[config.mk]
export PLATFORM = sky130hd
export DESIGN_NAME = sysconf
export DESIGN_NICKNAME = d
export VERILOG_FILES = /design/src/include/sysconf_pkg.sv /design/src/sysconf.sv
export SDC_FILE = /design/constraint.sdc
export NUM_CORES = 1
export LEC_CHECK = 0
export ABC_AREA = 1
export BUFFER_PORTS_ARGS = -buffer_cell sky130_fd_sc_hd__buf_4
export CAP_MARGIN = 10
export CORE_MARGIN = 1.5
export CORE_UTILIZATION = 50
export DETAILED_ROUTE_END_ITERATION = 7
export HOLD_SLACK_MARGIN = 0.08
export PLACE_DENSITY = 0.73
export SLEW_MARGIN = 10
export SYNTH_ARGS = -nofsm -noshare
export SYNTH_HDL_FRONTEND = slang
export SYNTH_SLANG_ARGS = --single-unit
[constraint.sdc]
create_clock -name pclk -period 3.55 [get_ports pclk]
set_clock_uncertainty 0.2 [all_clocks]
set_input_delay 0.1775 -clock pclk [delete_from_list [all_inputs] [get_ports pclk]]
set_output_delay 0.1775 -clock pclk [all_outputs]
set_load 0.05 [all_outputs]
[src/include/sysconf_pkg.sv]
// Package: register map, field positions, reset values and timing counts
package sysconf_pkg;
  // Register byte addresses (no offsets printed; chosen here)
  localparam logic [11:0] ADDR_OPTIONS   = 12'h000;
  localparam logic [11:0] ADDR_CLKOUT    = 12'h004;
  localparam logic [11:0] ADDR_ID_HIGH   = 12'h008;
  localparam logic [11:0] ADDR_ID_LOW    = 12'h00c;
  localparam logic [11:0] ADDR_WAKEUP    = 12'h010;
  localparam logic [11:0] ADDR_RESET_CAUSE = 12'h014;

  // Options fields
  localparam int OPT_WDOG_EN    = 7;
  localparam int OPT_WDOG_LONG  = 6;
  localparam int OPT_STOP_ALLOW = 5;
  localparam logic [7:0] OPT_RESET = 8'hc0;
  localparam logic [7:0] OPT_MASK  = 8'hf3;

  // Clock output fields
  localparam int CLK_PIN_EN = 4;
  localparam logic [7:0] CLK_MASK = 8'h17;

  // Wakeup control fields
  localparam int WK_FLAG = 7;
  localparam int WK_ACK  = 6;
  localparam int WK_CSEL = 5;
  localparam int WK_IE   = 4;
  localparam logic [7:0] WK_MASK = 8'h37;

  // Part number, arbitrary value
  localparam logic [11:0] PART_NUMBER = 12'h5a3;
  localparam logic [3:0]  ID_RSVD     = 4'h0;

  // Watchdog periods in bus clocks
  localparam logic [17:0] WDOG_SHORT = 18'h01fff;
  localparam logic [17:0] WDOG_LONG  = 18'h3ffff;

  // Internal oscillator frequency and 1 ms tick derivation
  localparam int CLK_HZ        = 50_000_000;
  localparam int WAKE_TICK_US  = 1000;
  localparam int WAKE_TICK_CYC = CLK_HZ / 1_000_000 * WAKE_TICK_US;
endpackage

[src/sysconf.sv]
// System configuration registers with watchdog, clock output and wakeup timer
// Contract
// - Options register honours only first write
// - Options bits 3 and 2 read zero
// - Bit 7 enables watchdog reset, resets one
// - Bit 6 picks 2^13 or 2^18 cycles
// - Stop without permission forces illegal-opcode reset
// - Clock-output bit 4 enables pin drive
// - Output frequency is bus over twice field
// - Zero divide with enable drives pin low
// - Read-only 12-bit part number in two bytes
// - High id bits 7:4 reserved, writes ignored
// - Wakeup flag set on timer timeout
// - Writing one to ack clears flag
// - Bit 5 selects internal or external clock
// - Bit 4 enables wakeup interrupt request
// - Delay code zero disables wakeup timer
// - Internal codes give 8ms to 1.024s
// - External codes divide by 256 to 32768
// - Unused wakeup bits read zero
// - Reset-cause write clears watchdog counter
//
// Chosen here: the address map and the APB interface to the registers.
`timescale 1ns/1ps
module sysconf #(
  parameter int WAKE_TICK = sysconf_pkg::WAKE_TICK_CYC
) (
  input  wire logic        pclk,
  input  wire logic        presetn,
  input  wire logic        psel,
  input  wire logic        penable,
  input  wire logic        pwrite,
  input  wire logic [11:0] paddr,
  input  wire logic [31:0] pwdata,
  output logic             pready,
  output logic             pslverr,
  output logic      [31:0] prdata,
  input  wire logic        stop_request,
  input  wire logic        ext_clk_tick,
  output logic             watchdog_reset_req,
  output logic             illegal_op_reset_req,
  output logic             clkout,
  output logic             clkout_oe,
  output logic             wakeup_irq
);

  logic [7:0]  options_q;
  logic        options_locked_q;
  logic [7:0]  clkctl_q;
  logic [7:0]  wakectl_q;
  logic        wake_flag_q;
  logic [17:0] wdog_cnt_q;
  logic [2:0]  div_cnt_q;
  logic        clkout_q;
  logic [15:0] tick_cnt_q;
  logic [14:0] wake_cnt_q;
  logic [14:0] wake_limit;
  logic        wake_tick;
  logic        wake_expire;
  logic        wr_en;
  logic        rd_en;
  logic [7:0]  rd_byte;
  logic        addr_ok;
  logic [2:0]  dsel;

  // Decodes one mapped register address
  function automatic logic is_reg(input logic [11:0] a,
                                  input logic [11:0] r);
    return a == r;
  endfunction

  // Zero-wait slave; unmapped addresses get pslverr
  assign pready = 1'b1;
  assign wr_en  = psel && penable && pwrite;
  assign rd_en  = psel && penable && !pwrite;
  assign addr_ok = is_reg(paddr, sysconf_pkg::ADDR_OPTIONS)
                 || is_reg(paddr, sysconf_pkg::ADDR_CLKOUT)
                 || is_reg(paddr, sysconf_pkg::ADDR_ID_HIGH)
                 || is_reg(paddr, sysconf_pkg::ADDR_ID_LOW)
                 || is_reg(paddr, sysconf_pkg::ADDR_WAKEUP)
                 || is_reg(paddr, sysconf_pkg::ADDR_RESET_CAUSE);
  assign pslverr = psel && penable && !addr_ok;

  always_comb begin
    rd_byte = 8'h00;
    if (is_reg(paddr, sysconf_pkg::ADDR_OPTIONS))
      rd_byte = options_q & sysconf_pkg::OPT_MASK;
    else if (is_reg(paddr, sysconf_pkg::ADDR_CLKOUT))
      rd_byte = clkctl_q & sysconf_pkg::CLK_MASK;
    else if (is_reg(paddr, sysconf_pkg::ADDR_ID_HIGH))
      rd_byte = {sysconf_pkg::ID_RSVD,
                 sysconf_pkg::PART_NUMBER[11:8]};
    else if (is_reg(paddr, sysconf_pkg::ADDR_ID_LOW))
      rd_byte = sysconf_pkg::PART_NUMBER[7:0];
    else if (is_reg(paddr, sysconf_pkg::ADDR_WAKEUP))
      rd_byte = {wake_flag_q, 1'b0, wakectl_q[5:4], 1'b0,
                 wakectl_q[2:0]};
  end

  // Read data registered at the setup edge, held until next read
  always_ff @(posedge pclk or negedge presetn) begin
    if (!presetn) begin
      prdata <= 32'h0000_0000;
    end else if (psel && !penable && !pwrite) begin
      prdata <= {24'h00_0000, rd_byte};
    end
  end

  // Write-once options; lock taken by the first write of any value
  always_ff @(posedge pclk or negedge presetn) begin
    if (!presetn) begin
      options_q        <= sysconf_pkg::OPT_RESET;
      options_locked_q <= 1'b0;
    end else if (wr_en && is_reg(paddr, sysconf_pkg::ADDR_OPTIONS)
                 && !options_locked_q) begin
      options_q        <= pwdata[7:0] & sysconf_pkg::OPT_MASK;
      options_locked_q <= 1'b1;
    end
  end

  always_ff @(posedge pclk or negedge presetn) begin
    if (!presetn) begin
      clkctl_q <= 8'h00;
    end else if (wr_en && is_reg(paddr, sysconf_pkg::ADDR_CLKOUT)) begin
      clkctl_q <= pwdata[7:0] & sysconf_pkg::CLK_MASK;
    end
  end

  // Watchdog: kicked by any write to the reset-cause address
  always_ff @(posedge pclk or negedge presetn) begin
    if (!presetn) begin
      wdog_cnt_q         <= 18'h00000;
      watchdog_reset_req <= 1'b0;
    end else if (!options_q[sysconf_pkg::OPT_WDOG_EN]) begin
      wdog_cnt_q         <= 18'h00000;
      watchdog_reset_req <= 1'b0;
    end else if (wr_en
                 && is_reg(paddr, sysconf_pkg::ADDR_RESET_CAUSE)) begin
      wdog_cnt_q         <= 18'h00000;
      watchdog_reset_req <= 1'b0;
    end else if (wdog_cnt_q == (options_q[sysconf_pkg::OPT_WDOG_LONG]
                 ? sysconf_pkg::WDOG_LONG : sysconf_pkg::WDOG_SHORT)) begin
      wdog_cnt_q         <= 18'h00000;
      watchdog_reset_req <= 1'b1;
    end else begin
      wdog_cnt_q         <= wdog_cnt_q + 18'h00001;
      watchdog_reset_req <= 1'b0;
    end
  end

  // Stop while not allowed becomes an illegal-opcode reset request
  always_ff @(posedge pclk or negedge presetn) begin
    if (!presetn) begin
      illegal_op_reset_req <= 1'b0;
    end else begin
      illegal_op_reset_req <= stop_request
        && !options_q[sysconf_pkg::OPT_STOP_ALLOW];
    end
  end

  // Clock output: toggle every N bus clocks gives bus/(2N)
  always_ff @(posedge pclk or negedge presetn) begin
    if (!presetn) begin
      div_cnt_q <= 3'h0;
      clkout_q  <= 1'b0;
    end else if (!clkctl_q[sysconf_pkg::CLK_PIN_EN]
                 || clkctl_q[2:0] == 3'h0) begin
      div_cnt_q <= 3'h0;
      clkout_q  <= 1'b0;
    end else if (div_cnt_q >= clkctl_q[2:0] - 3'h1) begin
      div_cnt_q <= 3'h0;
      clkout_q  <= !clkout_q;
    end else begin
      div_cnt_q <= div_cnt_q + 3'h1;
    end
  end
  assign clkout    = clkout_q;
  assign clkout_oe = clkctl_q[sysconf_pkg::CLK_PIN_EN];

  // 1 ms tick stands in for the free-running internal oscillator
  always_ff @(posedge pclk or negedge presetn) begin
    if (!presetn) begin
      tick_cnt_q <= 16'h0000;
    end else if (tick_cnt_q == 16'(WAKE_TICK - 1)) begin
      tick_cnt_q <= 16'h0000;
    end else begin
      tick_cnt_q <= tick_cnt_q + 16'h0001;
    end
  end

  assign dsel = wakectl_q[2:0];
  assign wake_tick = wakectl_q[sysconf_pkg::WK_CSEL] ? ext_clk_tick
                   : (tick_cnt_q == 16'(WAKE_TICK - 1));

  always_comb begin
    wake_limit = 15'h0000;
    if (wakectl_q[sysconf_pkg::WK_CSEL]) begin
      case (dsel)
        3'h1:    wake_limit = 15'h00ff;
        3'h2:    wake_limit = 15'h03ff;
        3'h3:    wake_limit = 15'h07ff;
        3'h4:    wake_limit = 15'h0fff;
        3'h5:    wake_limit = 15'h1fff;
        3'h6:    wake_limit = 15'h3fff;
        3'h7:    wake_limit = 15'h7fff;
        default: wake_limit = 15'h0000;
      endcase
    end else begin
      case (dsel)
        3'h1:    wake_limit = 15'h0007;
        3'h2:    wake_limit = 15'h001f;
        3'h3:    wake_limit = 15'h003f;
        3'h4:    wake_limit = 15'h007f;
        3'h5:    wake_limit = 15'h00ff;
        3'h6:    wake_limit = 15'h01ff;
        3'h7:    wake_limit = 15'h03ff;
        default: wake_limit = 15'h0000;
      endcase
    end
  end

  assign wake_expire = (dsel != 3'h0) && wake_tick
                     && (wake_cnt_q >= wake_limit);

  always_ff @(posedge pclk or negedge presetn) begin
    if (!presetn) begin
      wake_cnt_q <= 15'h0000;
    end else if (dsel == 3'h0) begin
      wake_cnt_q <= 15'h0000;
    end else if (wake_tick) begin
      wake_cnt_q <= wake_expire ? 15'h0000 : wake_cnt_q + 15'h0001;
    end
  end

  // Control bits; ack is not stored
  always_ff @(posedge pclk or negedge presetn) begin
    if (!presetn) begin
      wakectl_q <= 8'h00;
    end else if (wr_en && is_reg(paddr, sysconf_pkg::ADDR_WAKEUP)) begin
      wakectl_q <= pwdata[7:0] & sysconf_pkg::WK_MASK;
    end
  end

  // Set wins over a same-cycle acknowledge so no timeout is lost
  always_ff @(posedge pclk or negedge presetn) begin
    if (!presetn) begin
      wake_flag_q <= 1'b0;
    end else if (wake_expire) begin
      wake_flag_q <= 1'b1;
    end else if (wr_en && is_reg(paddr, sysconf_pkg::ADDR_WAKEUP)
                 && pwdata[sysconf_pkg::WK_ACK]) begin
      wake_flag_q <= 1'b0;
    end
  end

  assign wakeup_irq = wake_flag_q
                    && wakectl_q[sysconf_pkg::WK_IE];

endmodule

## Word level (Yosys, flattened, before mapping)

Index checks and enable logic that the tools add are counted.

| cells by class | value |
|---|---|
| equal/unequal tests | 14 |
| magnitude comparators | 2 |
| shifts and indexed selects | 0 |
| multipliers | 0 |
| reductions and logical operators | 35 |
| mux-type cells | 26 |
| div/mod/pow operators | 0 |
| add/sub/neg operators | 5 |
| bitwise operators | 0 |

Operators with widths:

| kind | count |
|---|---|
| $pmux W15 S7 | 1 |
| $mux W18 | 4 |
| $pmux W10 S7 | 1 |
| $mux W15 | 4 |
| $mux W8 | 5 |
| $eq A12 B4 Y1 const B | 2 |
| $eq A12 B5 Y1 const B | 2 |
| $add A18 B1 Y18 const B | 1 |
| $eq A18 B18 Y1 | 1 |
| $add A16 B1 Y16 const B | 1 |
| $eq A16 B16 Y1 const B | 1 |
| $mux W16 | 1 |
| $add A15 B1 Y15 const B | 1 |
| $ge A15 B15 Y1 | 1 |
| $logic_and A1 B1 Y1 | 15 |
| $eq A12 B3 Y1 const B | 1 |
| $eq A3 B3 Y1 const B | 4 |
| $logic_not A12 Y1 | 1 |
| $mux W1 | 8 |
| $logic_not A1 Y1 | 7 |
| $eq A3 B2 Y1 const B | 2 |
| $logic_not A3 Y1 | 2 |
| $logic_or A1 B1 Y1 | 6 |
| $mux W3 | 2 |
| other kinds (6) | 8 |

| storage, ports and cells | value |
|---|---|
| bits of input ports | 51 |
| bits in writable memories | 0 |
| bits in latches | 0 |
| register bits after elaboration | 80 |
| word-level logic and storage cells | 95 |
| memories kept | 0 |
| memory bits (read-only) | 0 |

## Logic depth before layout (Yosys ltp)

Gate-level depths: netlist of the first run.

| depth | value |
|---|---|
| depth after elaboration | 8 |
| gate-level depth with buffers | 15 |
| depth with buffers taken out | 15 |

## Worst setup path before layout of the first run

Ideal clock, no wire load.

| path | value |
|---|---|
| path type | input to output |
| start | input port paddr[11] |
| end | output port pslverr |
| stages on the path | 6 |
| arrival | 2095 ps |
| path buffers | 0 |
| slack | 1077 ps |
| cells stage by stage | nor2_1 -> nand2_1 -> nor2_4 -> nand4_1 -> nand2_1 -> nor4_1 |

| between the ends | value |
|---|---|
| word-level cells in the longest chain between the ends | 8 |

Ends and longest elaborated chain:

| what | line | RTL |
|---|---|---|
| from (decl) | sysconf.sv:33 | `input wire logic [11:0] paddr,` |
| $eq A12 B3 Y1 / $logic_not A12 Y1 (equally long branches) | sysconf.sv:69 | `return a == r;` |
| $logic_or A1 B1 Y1 | sysconf.sv:77 | `\|\| is_reg(paddr, sysconf_pkg::ADDR_CLKOUT)` |
| $logic_or A1 B1 Y1 | sysconf.sv:78 | `\|\| is_reg(paddr, sysconf_pkg::ADDR_ID_HIGH)` |
| $logic_or A1 B1 Y1 | sysconf.sv:79 | `\|\| is_reg(paddr, sysconf_pkg::ADDR_ID_LOW)` |
| $logic_or A1 B1 Y1 | sysconf.sv:80 | `\|\| is_reg(paddr, sysconf_pkg::ADDR_WAKEUP)` |
| $logic_or A1 B1 Y1 * | sysconf.sv:81 | `\|\| is_reg(paddr, sysconf_pkg::ADDR_RESET_CAUSE);` |
| $logic_not A1 Y1 * | sysconf.sv:82 | `assign pslverr = psel && penable && !addr_ok;` |
| $logic_and A1 B1 Y1 * | sysconf.sv:82 |  |
| to (decl) | sysconf.sv:36 | `output logic pslverr,` |

Mark *: on every way between the ends. The rest lies on a longest branch, timed or not.

## Worst setup path in the final report of the first run

| path | value |
|---|---|
| start | input port paddr[0] |
| end | output port pslverr |

The elaborated chain is that of the path after synthesis.

==> impl_results.md, run 1 <==
* Status: finished, final reports clean
* Clock share of power at 0.398
* Fin nets at around 730
* Non-Filler Instances at 770
* Die H at 100 microns
* Mux share of post-synthesis cell area at 0
* Remaining DRCs at 0
* Synth Flop Type: dfrtp_1
* Synthesized flop and latch total at 79
* DR vias at 3871
* Worst path cell trace: dlygate4sd3_1 -> buf_4 -> nor2_2 -> dlygate4sd3_1 -> nand4_1 -> nand2_1 -> nor4_1 -> buf_4
* Initial DRC Count at approximately 150
* Fillers at 822
* Largest net degree at the start of global routing at 80
* Starting Density at 0.515
* Adder-Cell Fraction of Synth Area at 0.0555
* P_leak at 2.64 nW
* Gpl congestion at 0.842
* Largest delay share family, worst path: buffers and inverters
* Setup_tns at 0 ps
* Final Core Density at 0.587
* P_sw at between 0.0004 and 0.0005 W
* All-layer global routing usage at 0.205
* CP Data Required Time at 3170 ps
* Clock latency on the worst-skew pair at 370 ps
* GR peak layer: met2
* Number of buffers created by CTS at 9
* Met2 Use GR at 0.351
* MaxCap Viol Count at 0
* Largest area contributor in the netlist: dfrtp_1
* Worst-Margin Slew at a little under 1000 ps
* RSZ-0062 raised after global routing: no
* Setup Fix Bufs, Post-CTS at 0
* Hold Violations, Final at 0
* Setup violations, final at 0
* Htree depth at 3
* Most frequent cell after synthesis: nand2_1
* CTS tree: done
* Worst path slowest cell: dlygate4sd3_1
* Post-synthesis sequential area ratio at 0.418
* Kind of launch point of the worst setup path: input port
* Post-Syn Area at ~0.0047 sq mm
* Combinational share of power at 0.091
* Ant. Diodes at 0
* Die area at 0.0101 sq mm
* TritonCTS Sinks at 79
* Hold_sp: psel
* Largest stage delay on the critical path at 550 ps
* Post-synthesis simple-gate area fraction at 0.267
* ANT nets after route at 0
* Critical Path Source: paddr[0]
* XOR/XNOR Fraction of Synth Area at 0.0481
* Gr ovfl total at 0
* Area of the multi-input gates at approximately 0.0023 sq mm
* Endpoint class of the critical path: output pin
* CP Data Arrival Time at 2300 ps
* Reg power frac at 0.512
* Ys Warns at 0
* Initial antenna violation count at 0
* Pwr/cell area at ~330 mW/mm^2
* First-pass GRT wire length at 16.4 mm
* Max-slew violations at 0
* Synthesized netlist cell count at 595
* Crit-path max FO at 4
* Storage element area at just under 0.002 sq mm
* Vias/cell at 5.03
* Number of buffers added on ports at 38
* CTS Root Cell: clkbuf_8
* Rel. slew slack at 0.346
* Number of synthesized flops with an enable pin at 0
* Synth top area cells: dfrtp_1 41%, nand2_1 10%, inv_1 6.1%
* Final critical-path required period at 2680 ps
* HPWL after detailed placement at 6.91 mm
* Layout cells sized above 1 at 0.137
* Wire per inst at 12.4 microns
* Post-synth top cells: 127 x nand2_1, 77 x dfrtp_1, 77 x inv_1
* Ys async rst share at 1.00
* Largest family of logic cells by synthesized area: simple AND/OR/NAND/NOR gates
* Design area at 0.00540 sq mm
* First-pass DRT Iterations at 4
* Avg Cell Area, Syn at between 7 and 8 sq um
* Post-synthesis compound-gate area fraction at 0.0983
* Crit Path Category: input port to output pin
* Period utilization at 0.755
* Int Pwr at 0.00128 W
* Fmax achieved at about 0.37 GHz
* Synthesis-to-layout area growth at 14.0%
* Sw Share at 0.279
* Ports at 90
* Placed Instance Area at around 0.0050 sq mm
* Met3 Use GR at 0.0404
* PostCTS Resize Cnt at 0
* Total Wirelength at approximately 9.5 mm
* Die X at around 100 microns
* Share of the synthesized area in the top cell type at 0.407
* Std-Cell Rows at 35
* Clk buf depth at 2
* Core area at 0.00920 sq mm
* Vias in the first global route at 3658
* Synth unique cells at 42
* Cells after DPL at 737
* Hold Path Class: input port to flop
* M1 GR Usage at 0.256
* Peak supply drop at 0.181 mV
* Clock-pin slew on the worst setup and hold paths at 80 ps
* CP Buf/Inv Count at 4
* Reg-to-reg startpoint: wakectl_q[5]$_DFFE_PN0P_
## per-layer routing
layer	share of wire	up-vias
met5	0	-
met4	0.014	0
met3	0.033	12
met2	0.50	66
met1	0.45	1810
li1	-	1983
## power groups by stage
stage / combinational [W] / clock, W / sequential [W]
after floorplan: 0.000102 / 0 / 0.000939
after global placement: 0.000147 / 0 / 0.000924
after detailed placement: 0.000149 / 0 / 0.000924
after CTS: 0.000162 / 0.000726 / 0.000906
after global routing: 0.000173 / 0.000761 / 0.000907
final: 0.000161 / 0.000704 / 0.000906
## sequential cells by signal, indices dropped and copies added, names as in the netlist, 3 cells and up
name	flops
clkctl_q	4
div_cnt_q	3
options_q	6
prdata	7
tick_cnt_q	16
wake_cnt_q	15
wakectl_q	5
wdog_cnt_q	18
## cell usage in the layout, fill, tap and decap left out, types with 2 or more instances in the layout
cell type and n:
inv_1 77, nand2_4 2, nor3_1 11, o21ai_0 24, dfstp_2 2, dlygate4sd3_1 17
o21ai_1 11, nand4_1 7, xor2_1 17, o31ai_1 2, clkbuf_8 9, inv_6 3
clkinvlp_4 2, buf_4 38, nand3_2 3, nand3_1 41, xnor2_1 9, nand2_1 127
o21ai_2 9, nor3b_1 3, nor4_1 2, inv_2 4, nor2_4 2, conb_1 26
nand2_2 4, nor2_2 5, dfrtp_1 77, nand3b_1 2, o211ai_1 2, a41oi_1 2
ha_1 21, nor2_1 64, a21oi_1 16, o21bai_1 5, nor3_2 2
## worst reg2reg max path, cell delays in order (launching register included)
cell      delay [ps]
dfrtp_1          560
inv_1            170
nor2_1           160
nor2_1            60
ha_1             280
nand2_1           80
inv_1             40
o21bai_1         110
nand2_1           70
nand2_1           50
nand3_1          120
a21oi_4          280
nand2_4          180
o21ai_2          150
## cell families after synthesis
group	after synthesis
simple gates	279
buf+inv	112
flops	79
compound gates	76
xor+xnor	26
fa+ha+maj	21
other cells	2
## stage by stage
stage	power (W)	hold slack [ps]	setup slack [ps]
2_1_floorplan	0.00104	-318	1080
3_3_place_gp	0.00107	192	1030
3_5_place_dp	0.00107	195	1020
4_1_cts	0.00179	83.9	924
5_1_grt	0.00184	128	782
6_report	0.00177	84.6	871
## timing repair
| item | 4_1_cts | 5_1_grt |
|---|---|---|
| endpoints found under the setup margin | 0 | 0 |
| hold buffers | 17 | 0 |
| hold endpoints to repair | 98 | 0 |
## worst paths after layout
check	end	slack (ps)	depth (start not counted)
max reg2reg	wake_cnt_q[4]$_DFFE_PN0P_	980	13
max in group asynchronous	wake_cnt_q[10]$_DFFE_PN0P_	2210	2
min	prdata[2]$_DFFE_PN0P_	80	4
max	pslverr	870	8
min reg2reg	wdog_cnt_q[0]$_DFF_PN0_	260	1
min in group asynchronous	wdog_cnt_q[5]$_DFF_PN0_	310	2
## final cells by class
class	instances	area share
clock buffers	9	0.0229
clock inverters	7	0.0148
inverters	81	0.0563
multi-input cells	428	0.429
flip-flops and latches	79	0.367
well taps	111	0.0257
repair buffers	55	0.0844
(Power assumes the default switching activity.)
==> run 2: changes to the inputs <==
--- a/config.mk
+++ b/config.mk
@@ -5,14 +5,14 @@
 export SDC_FILE = /design/constraint.sdc
 export NUM_CORES = 1
 export LEC_CHECK = 0
-export ABC_AREA = 1
+export ABC_AREA = 0
 export BUFFER_PORTS_ARGS = -buffer_cell sky130_fd_sc_hd__buf_4
 export CAP_MARGIN = 10
 export CORE_MARGIN = 1.5
 export CORE_UTILIZATION = 50
 export DETAILED_ROUTE_END_ITERATION = 7
 export HOLD_SLACK_MARGIN = 0.08
-export PLACE_DENSITY = 0.73
+export PLACE_DENSITY = 0.77
 export SLEW_MARGIN = 10
 export SYNTH_ARGS = -nofsm -noshare
 export SYNTH_HDL_FRONTEND = slang
==> constraint.sdc (replaced) <==
create_clock -name pclk -period 2.23 [get_ports pclk]
set_clock_uncertainty 0.2 [all_clocks]
set_input_delay 0.1115 -clock pclk [delete_from_list [all_inputs] [get_ports pclk]]
set_output_delay 0.1115 -clock pclk [all_outputs]
set_load 0.05 [all_outputs]
==> run 2 against run 1 <==
The flow now finishes with violations (negative setup slack). Setup slack lost 1500 ps. Total power is 63% higher. Worst hold slack gained 15 ps. Core utilization rose by 8.1 points. Global-route usage is 2.2 points higher. Non-clock buffer count is 66 higher. Critical endpoint is now wake_cnt_q[9]$_DFFE_PN0P_. Largest cell class unchanged. Largest power group unchanged.
==> impl_results.md, run 2 <==
* Status: complete, but fails checks (was finished, final reports clean)
* Violated checks: negative setup slack
* Crit path top cell by count: a21oi_2
* Gr ovfl total at 0 (unchanged)
* First-pass GRT wire length at 17.6 mm (was 16.4 mm)
* Layout cells sized above 1 at 0.284 (was 0.137)
* HPWL after detailed placement at 7.05 mm (was 6.91 mm)
* Post-placement setup slack at -644 ps (was 1020 ps)
* Worst path cell trace: or3_4 -> inv_4 -> nor2_4 -> a21oi_2 -> ha_4 -> a21oi_2 -> o21ai_1 -> or3b_4 -> and4b_4 -> and3_1 -> a221o_1 (was dlygate4sd3_1 -> buf_4 -> nor2_2 -> dlygate4sd3_1 -> nand4_1 -> nand2_1 -> nor4_1 -> buf_4)
* Ant. Diodes at 0 (unchanged)
* Largest stage delay on the critical path at 420 ps (was 550 ps)
* Number of buffers added on ports at 38 (unchanged)
* Post-synth top cells: 77 x dfrtp_1, 60 x nor2_1, 35 x nand3_1 (was 127 x nand2_1, 77 x dfrtp_1, 77 x inv_1)
* Non-Filler Instances at 690 (was 770)
* Storage element area at 0.00198 sq mm (unchanged)
* Peak supply drop at 0.378 mV (was 0.181 mV)
* Biggest register: wdog_cnt_q (unchanged)
* Crit Path Category: flop to flop (was input port to output pin)
* P_sw at 0.000748 W (was 0.000493 W)
* Cells after DPL at 650 (was 737)
* Core area at 0.00868 sq mm (was 0.00920 sq mm)
* Most frequent cells in the layout: 94 x buf_4, 77 x dfrtp_1, 59 x nor2_1, 33 x nand2_1, 31 x nand3_1 (was 127 x nand2_1, 77 x inv_1, 77 x dfrtp_1, 64 x nor2_1, 41 x nand3_1)
* Fmax achieved at approximately 0.35 GHz
* Synth Flop Type: dfrtp_1 (unchanged)
* Remaining DRCs at 0 (unchanged)
* Max-slew violations at 0 (unchanged)
* Vias in the first global route at 3834 (was 3658)
* Share of the synthesized area in the top cell type at 0.431 (was 0.407)
* CP Data Arrival Time at 2870 ps (was 2300 ps)
* TritonCTS Sinks at 79 (unchanged)
* Number of synthesized flops with an enable pin at 0 (unchanged)
* Setup violations, final at 16 (was 0)
* Synthesized netlist cell count at 461 (was 595)
* Gpl congestion at 0.877 (was 0.842)
* P_leak at 2.80 nW (was 2.64 nW)
* Combinational share of power at 0.082 (was 0.091)
* Setup WS post-layout at -593 ps (was 871 ps)
* Largest area contributor in the netlist: dfrtp_1 (unchanged)
* Ys async rst share at 1.00 (unchanged)
* MaxCap Viol Count at 0 (unchanged)
* Starting Density at 0.515 (about the same)
* Crit-path max FO at 8 (was 4)
* Pwr/cell area at 498 mW/mm^2 (was 328 mW/mm^2)
* Worst path slowest cell: dfrtp_1 (was dlygate4sd3_1)
* Total Wirelength at 10.3 mm (was 9.53 mm)
* Std-Cell Rows at 34 (was 35)
* Fin nets at 649 (was 726)
* Biggest regs: wdog_cnt_q: 18 flops, tick_cnt_q: 16 flops, wake_cnt_q: 15 flops (unchanged)
* Clk buf depth at 2 (unchanged)
* Vias/cell at 5.50 (was 5.03)
* Number of buffers created by CTS at 9 (unchanged)
* Synth unique cells at 51 (was 42)
* Synth top area cells: dfrtp_1 43%, ha_1 5.9%, nor2_1 5.0% (was dfrtp_1 41%, nand2_1 10%, inv_1 6.1%)
* Final Core Density at 0.668 (was 0.587)
* Setup_tns at -8010 ps (was 0 ps)
* Die H at 97.6 microns (was 100 microns)
* Area of the multi-input gates at 0.00237 sq mm (was 0.00232 sq mm)
* Htree depth at 3 (unchanged)
* Commonest non-fill, non-tap cell in the layout: buf_4 (was nand2_1)
* Hold Path Class: input port to async pin (was input port to flop)
* Synthesis-to-layout area growth at 29.7% (was 14.0%)
* Die X at 97.6 microns (was 100 microns)
* Clock share of power at 0.422 (was 0.398)
* All-layer global routing usage at 0.226 (was 0.205)
* Max reg flops at 18 (unchanged)
* Int Pwr at 0.00214 W (was 0.00128 W)
* Reg power frac at 0.496 (was 0.512)
* Post-Syn Area at 0.00447 sq mm (was 0.00474 sq mm)
* Die area at 0.00952 sq mm (was 0.0101 sq mm)
* DR vias at 3797 (was 3871)
* Hold Violations, Final at 0 (unchanged)
* Most frequent cell after synthesis: dfrtp_1 (was nand2_1)
* RSZ-0062 raised after global routing: yes (was no)
* First-pass DRT Iterations at 6 (was 4)
* Endpoint class of the critical path: flop (was output pin)
* Ys Warns at 0 (unchanged)
* Clock latency on the worst-skew pair at 360 ps (was 370 ps)
* Post-synthesis sequential area ratio at 0.443 (was 0.418)
* Kind of launch point of the worst setup path: flop (was input port)
* ANT nets after route at 0 (unchanged)
* Hold_ws at 99.6 ps (was 84.6 ps)
* Final critical-path required period at 2820 ps
* Ports at 90 (unchanged)
* R2R cell count at 11 (was 13)
* Fillers at 644 (was 822)
* Period utilization at 1.27
* Wire per inst at 15.0 microns (was 12.4 microns)
* Avg Cell Area, Syn at 9.70 sq um (was 7.96 sq um)
* Sw Share at 0.259 (was 0.279)
* Clock-pin slew on the worst setup and hold paths at 90 ps (was 80 ps)
* Largest net degree at the start of global routing at 44 (was 80)
* Initial DRC Count at 225 (was 152)
* Initial antenna violation count at 0 (unchanged)
* CTS tree: done (unchanged)
* CP Data Required Time at 2270 ps (was 3170 ps)
* CTS Root Cell: clkbuf_8 (unchanged)
* Synthesized flop and latch total at 79 (unchanged)
## run 2: final timing paths
path	start	endpoint	slack, ps
max	wakectl_q[1]$_DFFE_PN0P_	wake_cnt_q[9]$_DFFE_PN0P_	-590
min	presetn	options_q[7]$_DFFE_PN1P_	100
max reg2reg	wakectl_q[1]$_DFFE_PN0P_	wake_cnt_q[9]$_DFFE_PN0P_	-590
min reg2reg	div_cnt_q[0]$_DFF_PN0_	div_cnt_q[0]$_DFF_PN0_	280
max in group asynchronous	presetn	options_q[6]$_DFFE_PN1P_	1410
min in group pclk	paddr[1]	prdata[1]$_DFFE_PN0P_	130
## run 2: worst max-delay path: cells and delay by family (launching register included)
kind / cells / cell delay [ps]
simple gates: 5 / 1270
flops: 1 / 420
fa+ha+maj: 1 / 150
buf+inv: 1 / 70
compound gates: 4 / 590
## run 2: repair_timing
| item | CTS | global route |
|---|---|---|
| resized for setup | 13 | 17 |
| pin swaps | 10 | 6 |
| endpoints found under the hold margin | 105 | 1 |
| hold buffers | 19 | 1 |
| gates cloned | 1 | 0 |
| buffers inserted | 4 | 3 |
| setup endpoints to repair | 16 | 22 |
## run 2: layer usage
metal | vias to the layer above | global-route usage | share of wire
met2 | 110 | 0.388 | 0.51
met5 | - | 0 | 0
met3 | 25 | 0.0504 | 0.042
met4 | 0 | 0.0868 | 0.028
met1 | 1863 | 0.277 | 0.42
li1 | 1799 | - | -
## run 2: kinds of logic after synthesis
| logic type | after synthesis | synth area share |
|---|---|---|
| muxes | 24 | 0.0588 |
| buffers and inverters | 54 | 0.0753 |
| DFF | 79 | 0.443 |
| adders and majority gates | 21 | 0.0588 |
| and+or+nand+nor | 184 | 0.201 |
| xor gates and xnor gates | 33 | 0.0647 |
| AOI/OAI and AO/OA | 64 | 0.0968 |
| other | 2 | 0.00168 |
## run 2: power by group through the flow
stage | Sequential [W] | Combinational (W) | Clock, W
floorplan | 0.00147 | 0.000158 | 0
CTS | 0.00143 | 0.000235 | 0.00124
detailed placement | 0.00146 | 0.000206 | 0
global placement | 0.00146 | 0.000203 | 0
global route | 0.00143 | 0.000254 | 0.00130
finish | 0.00143 | 0.000237 | 0.00122
## run 2: layout make-up
cell class,instances,share of cell area
multi-input cells,352,0.409
flip-flops and latches,79,0.341
repair buffers,121,0.178
well taps,108,0.0233
clock buffers,9,0.0214
clock inverters,7,0.0177
inverters,14,0.00949
## run 2: through the flow
stage	power, W	cell area (sq um)
after detailed placement	0.00167	5190
after floorplan	0.00162	4570
after CTS	0.00291	5710
final	0.00289	5800
after global routing	0.00299	5800
after global placement	0.00166	5190
==> run 3: changes to the inputs <==
--- a/config.mk
+++ b/config.mk
@@ -13,6 +13,7 @@
 export DETAILED_ROUTE_END_ITERATION = 7
 export HOLD_SLACK_MARGIN = 0.08
 export PLACE_DENSITY = 0.77
+export SETUP_SLACK_MARGIN = 0.4
 export SLEW_MARGIN = 10
 export SYNTH_ARGS = -nofsm -noshare
 export SYNTH_HDL_FRONTEND = slang
==> run 3 against run 2 <==
The run still ends with negative setup slack left. Sequential share of layout area barely moved. First-iteration DRC count down 36%. Critical path depth grew 1. Largest cell class unchanged. Highest routed layer unchanged.
==> impl_results.md, run 3 (synthesized netlist as in run 2, its figures left out) <==
* Std-Cell Rows at 34 (unchanged)
* Commonest non-fill, non-tap cell in the layout: buf_4 (unchanged)
* ANT nets after route at 0 (unchanged)
* Hold_ws at 97.1 ps (was 99.6 ps)
* Fin nets at 647 (was 649)
* Reg-to-reg startpoint: wakectl_q[1]$_DFFE_PN0P_ (unchanged)
* Vias in the first global route at 3622 (was 3834)
* Synthesis-to-layout area growth at 29.8% (was 29.7%)
* Max-slew violations at 0 (unchanged)
* Largest stage delay on the critical path at 420 ps (about the same)
* Setup_tns at -7500 ps (was -8010 ps)
* Vias/cell at 5.34 (was 5.50)
* Number of buffers added on ports at 38 (unchanged)
* Crit path top cell by count: buf_6 (was a21oi_2)
* Initial DRC Count at 143 (was 225)
* Fmax achieved at 0.359 GHz (was 0.354 GHz)
* Clock latency on the worst-skew pair at 380 ps (was 360 ps)
* Peak supply drop at 0.377 mV (was 0.378 mV)
* HPWL after detailed placement at 6.75 mm (was 7.05 mm)
* Hold Path End: prdata[1]$_DFFE_PN0P_
* Largest net degree at the start of global routing at 52 (was 44)
* Most frequent cells in the layout: 91 x buf_4, 77 x dfrtp_1, 47 x nor2_1, 32 x nand2_1, 32 x nand3_1 (was 94 x buf_4, 77 x dfrtp_1, 59 x nor2_1, 33 x nand2_1, 31 x nand3_1)
* All-layer global routing usage at 0.223 (was 0.226)
* Setup WS post-layout at -558 ps (was -593 ps)
* Core area at 0.00868 sq mm (unchanged)
* R2R cell count at 12 (was 11)
* CTS tree: done (unchanged)
* Clk buf depth at 2 (unchanged)
* Die X at 97.6 microns (unchanged)
* Hold Violations, Final at 0 (unchanged)
* Layout cells sized above 1 at 0.321 (was 0.284)
* Pwr/cell area at 466 mW/mm^2 (was 498 mW/mm^2)
* CTS Root Cell: clkbuf_8 (unchanged)
* Starting Density at 0.515 (unchanged)
* Final Core Density at 0.669 (was 0.668)
* Worst path cell trace: buf_6 -> buf_6 -> buf_4 -> a31oi_1 -> ha_1 -> nand2_2 -> a2111oi_4 -> o2111ai_2 -> and4b_4 -> buf_6 -> a21o_1 -> a22o_1 (was or3_4 -> inv_4 -> nor2_4 -> a21oi_2 -> ha_4 -> a21oi_2 -> o21ai_1 -> or3b_4 -> and4b_4 -> and3_1 -> a221o_1)
* Crit-path max FO at 5 (was 8)
* CP Data Required Time at 2300 ps (was 2270 ps)
* Number of buffers created by CTS at 9 (unchanged)
* Setup violations, final at 16 (unchanged)
* Gpl congestion at 0.844 (was 0.877)
* Endpoint class of the critical path: flop (unchanged)
* Remaining DRCs at 0 (unchanged)
* Die H at 97.6 microns (unchanged)
* Htree depth at 3 (unchanged)
* CP Buf/Inv Count at 4 (was 1)
* Worst path slowest cell: dfrtp_1 (unchanged)
* Total Wirelength at 10.4 mm (was 10.3 mm)
* Status: complete, but fails checks (unchanged)
* Hold Path Class: input port to flop (was input port to async pin)
* MaxCap Viol Count at 0 (unchanged)
* Worst R2R Setup Slack at -560 ps (was -590 ps)
* Post-placement setup slack at -695 ps (was -644 ps)
* Clock-pin slew on the worst setup and hold paths at 100 ps (was 90 ps)
* Gr ovfl total at 0 (unchanged)
* WP depth at 12 (was 11)
* Ports at 90 (unchanged)
* First-pass GRT wire length at 17.0 mm (was 17.6 mm)
* Ant. Diodes at 0 (unchanged)
* First-pass DRT Iterations at 4 (was 6)
* RSZ-0062 raised after global routing: yes (unchanged)
* TritonCTS Sinks at 79 (unchanged)
* Initial antenna violation count at 0 (unchanged)
* Period utilization at 1.25 (was 1.27)
* Max reg flops at 18 (unchanged)
* Critical R2R Capture: wake_cnt_q[10]$_DFFE_PN0P_ (was wake_cnt_q[9]$_DFFE_PN0P_)
* DR vias at 3674 (was 3797)
* Violated checks: negative setup slack (unchanged)
* Die area at 0.00952 sq mm (unchanged)
* Kind of launch point of the worst setup path: flop (unchanged)
* CP Data Arrival Time at 2850 ps (was 2870 ps)
* Biggest regs: wdog_cnt_q: 18 flops, tick_cnt_q: 16 flops, wake_cnt_q: 15 flops (unchanged)
* Biggest register: wdog_cnt_q (unchanged)
* Hold path depth at 6
* Crit Path Category: flop to flop (unchanged)
* Hold_sp: paddr[8]
* Largest delay share family, worst path: compound AO/OA/AOI/OAI gates (was simple AND/OR/NAND/NOR gates)
* P_leak at 2.78 nW (was 2.80 nW)
* Wire per inst at 15.2 microns (was 15.0 microns)
* Final critical-path required period at 2790 ps (was 2820 ps)
-- run 3: changes by cell type in the layout (fill, tap and decap cells not counted), sizes merged --
| cell | before | now |
|---|---|---|
| inv | 17 | 16 |
| bufinv | 2 | 0 |
| clkinv | 1 | 3 |
| and4b | 1 | 2 |
| buf | 103 | 101 |
| dlygate4sd3 | 18 | 17 |
| clkbuf | 9 | 10 |
-- run 3: stage by stage --
step                cells  instance area (sq um)  power [W]
floorplan             485                   4590    0.00162
CTS                   686                   5670    0.00271
finish                688                   5800    0.00271
global placement      643                   5140    0.00166
detailed placement    643                   5140    0.00167
global route          688                   5800    0.00279
-- run 3: power breakdown --
group	total [W]	leakage [nW]	switching (W)	internal (W)
clock network	0.00104	0.0935	0.000591	0.000448
logic	0.000233	1.61	0.000171	0.0000619
registers	0.00143	1.08	0.000000599	0.00143
-- run 3: how the worst max path moves through the flow --
stage / startpoint / to / slack [ps]
final: wakectl_q[1]$_DFFE_PN0P_ / wake_cnt_q[10]$_DFFE_PN0P_ / -560
after global routing: wakectl_q[1]$_DFFE_PN0P_ / wake_cnt_q[10]$_DFFE_PN0P_ / -630
after CTS: wakectl_q[2]$_DFFE_PN0P_ / wake_cnt_q[6]$_DFFE_PN0P_ / -550
after detailed placement: wakectl_q[1]$_DFFE_PN0P_ / wake_cnt_q[6]$_DFFE_PN0P_ / -700
after global placement: wakectl_q[1]$_DFFE_PN0P_ / wake_cnt_q[6]$_DFFE_PN0P_ / -610
after floorplan: wakectl_q[2]$_DFFE_PN0P_ / wake_cnt_q[13]$_DFFE_PN0P_ / -520
-- run 3: tightest hold or removal path: stages --
cell and delay [ps]:
buf_4 80, nor4_2 30, nand3_1 90, buf_4 140, a211oi_1 50, a21o_1 140
-- run 3: layer usage --
layer	GRT usage	part of all wire	up-vias
met1	0.278	0.42	1797
met2	0.380	0.53	64
li1	-	-	1789
met3	0.0424	0.025	24
met5	0	0	-
met4	0.0901	0.022	0
-- run 3: layout make-up --
cell class / instances / area [sq um]
clock inverters: 6 / 51.3
well taps: 108 / 135
inverters: 14 / 52.6
multi-input cells: 353 / 2460
fillers: 639 / 2880
flip-flops and latches: 79 / 1980
clock buffers: 10 / 138
repair buffers: 118 / 983
-- run 3: what timing repair did --
action / CTS / global route
endpoints found under the setup margin: 45 / 54
hold buffers: 17 / 0
buffers inserted: 9 / 1
hold endpoints to repair: 105 / 0
gates cloned: 1 / 1
gates resized for setup: 19 / 37
pin swaps: 12 / 17
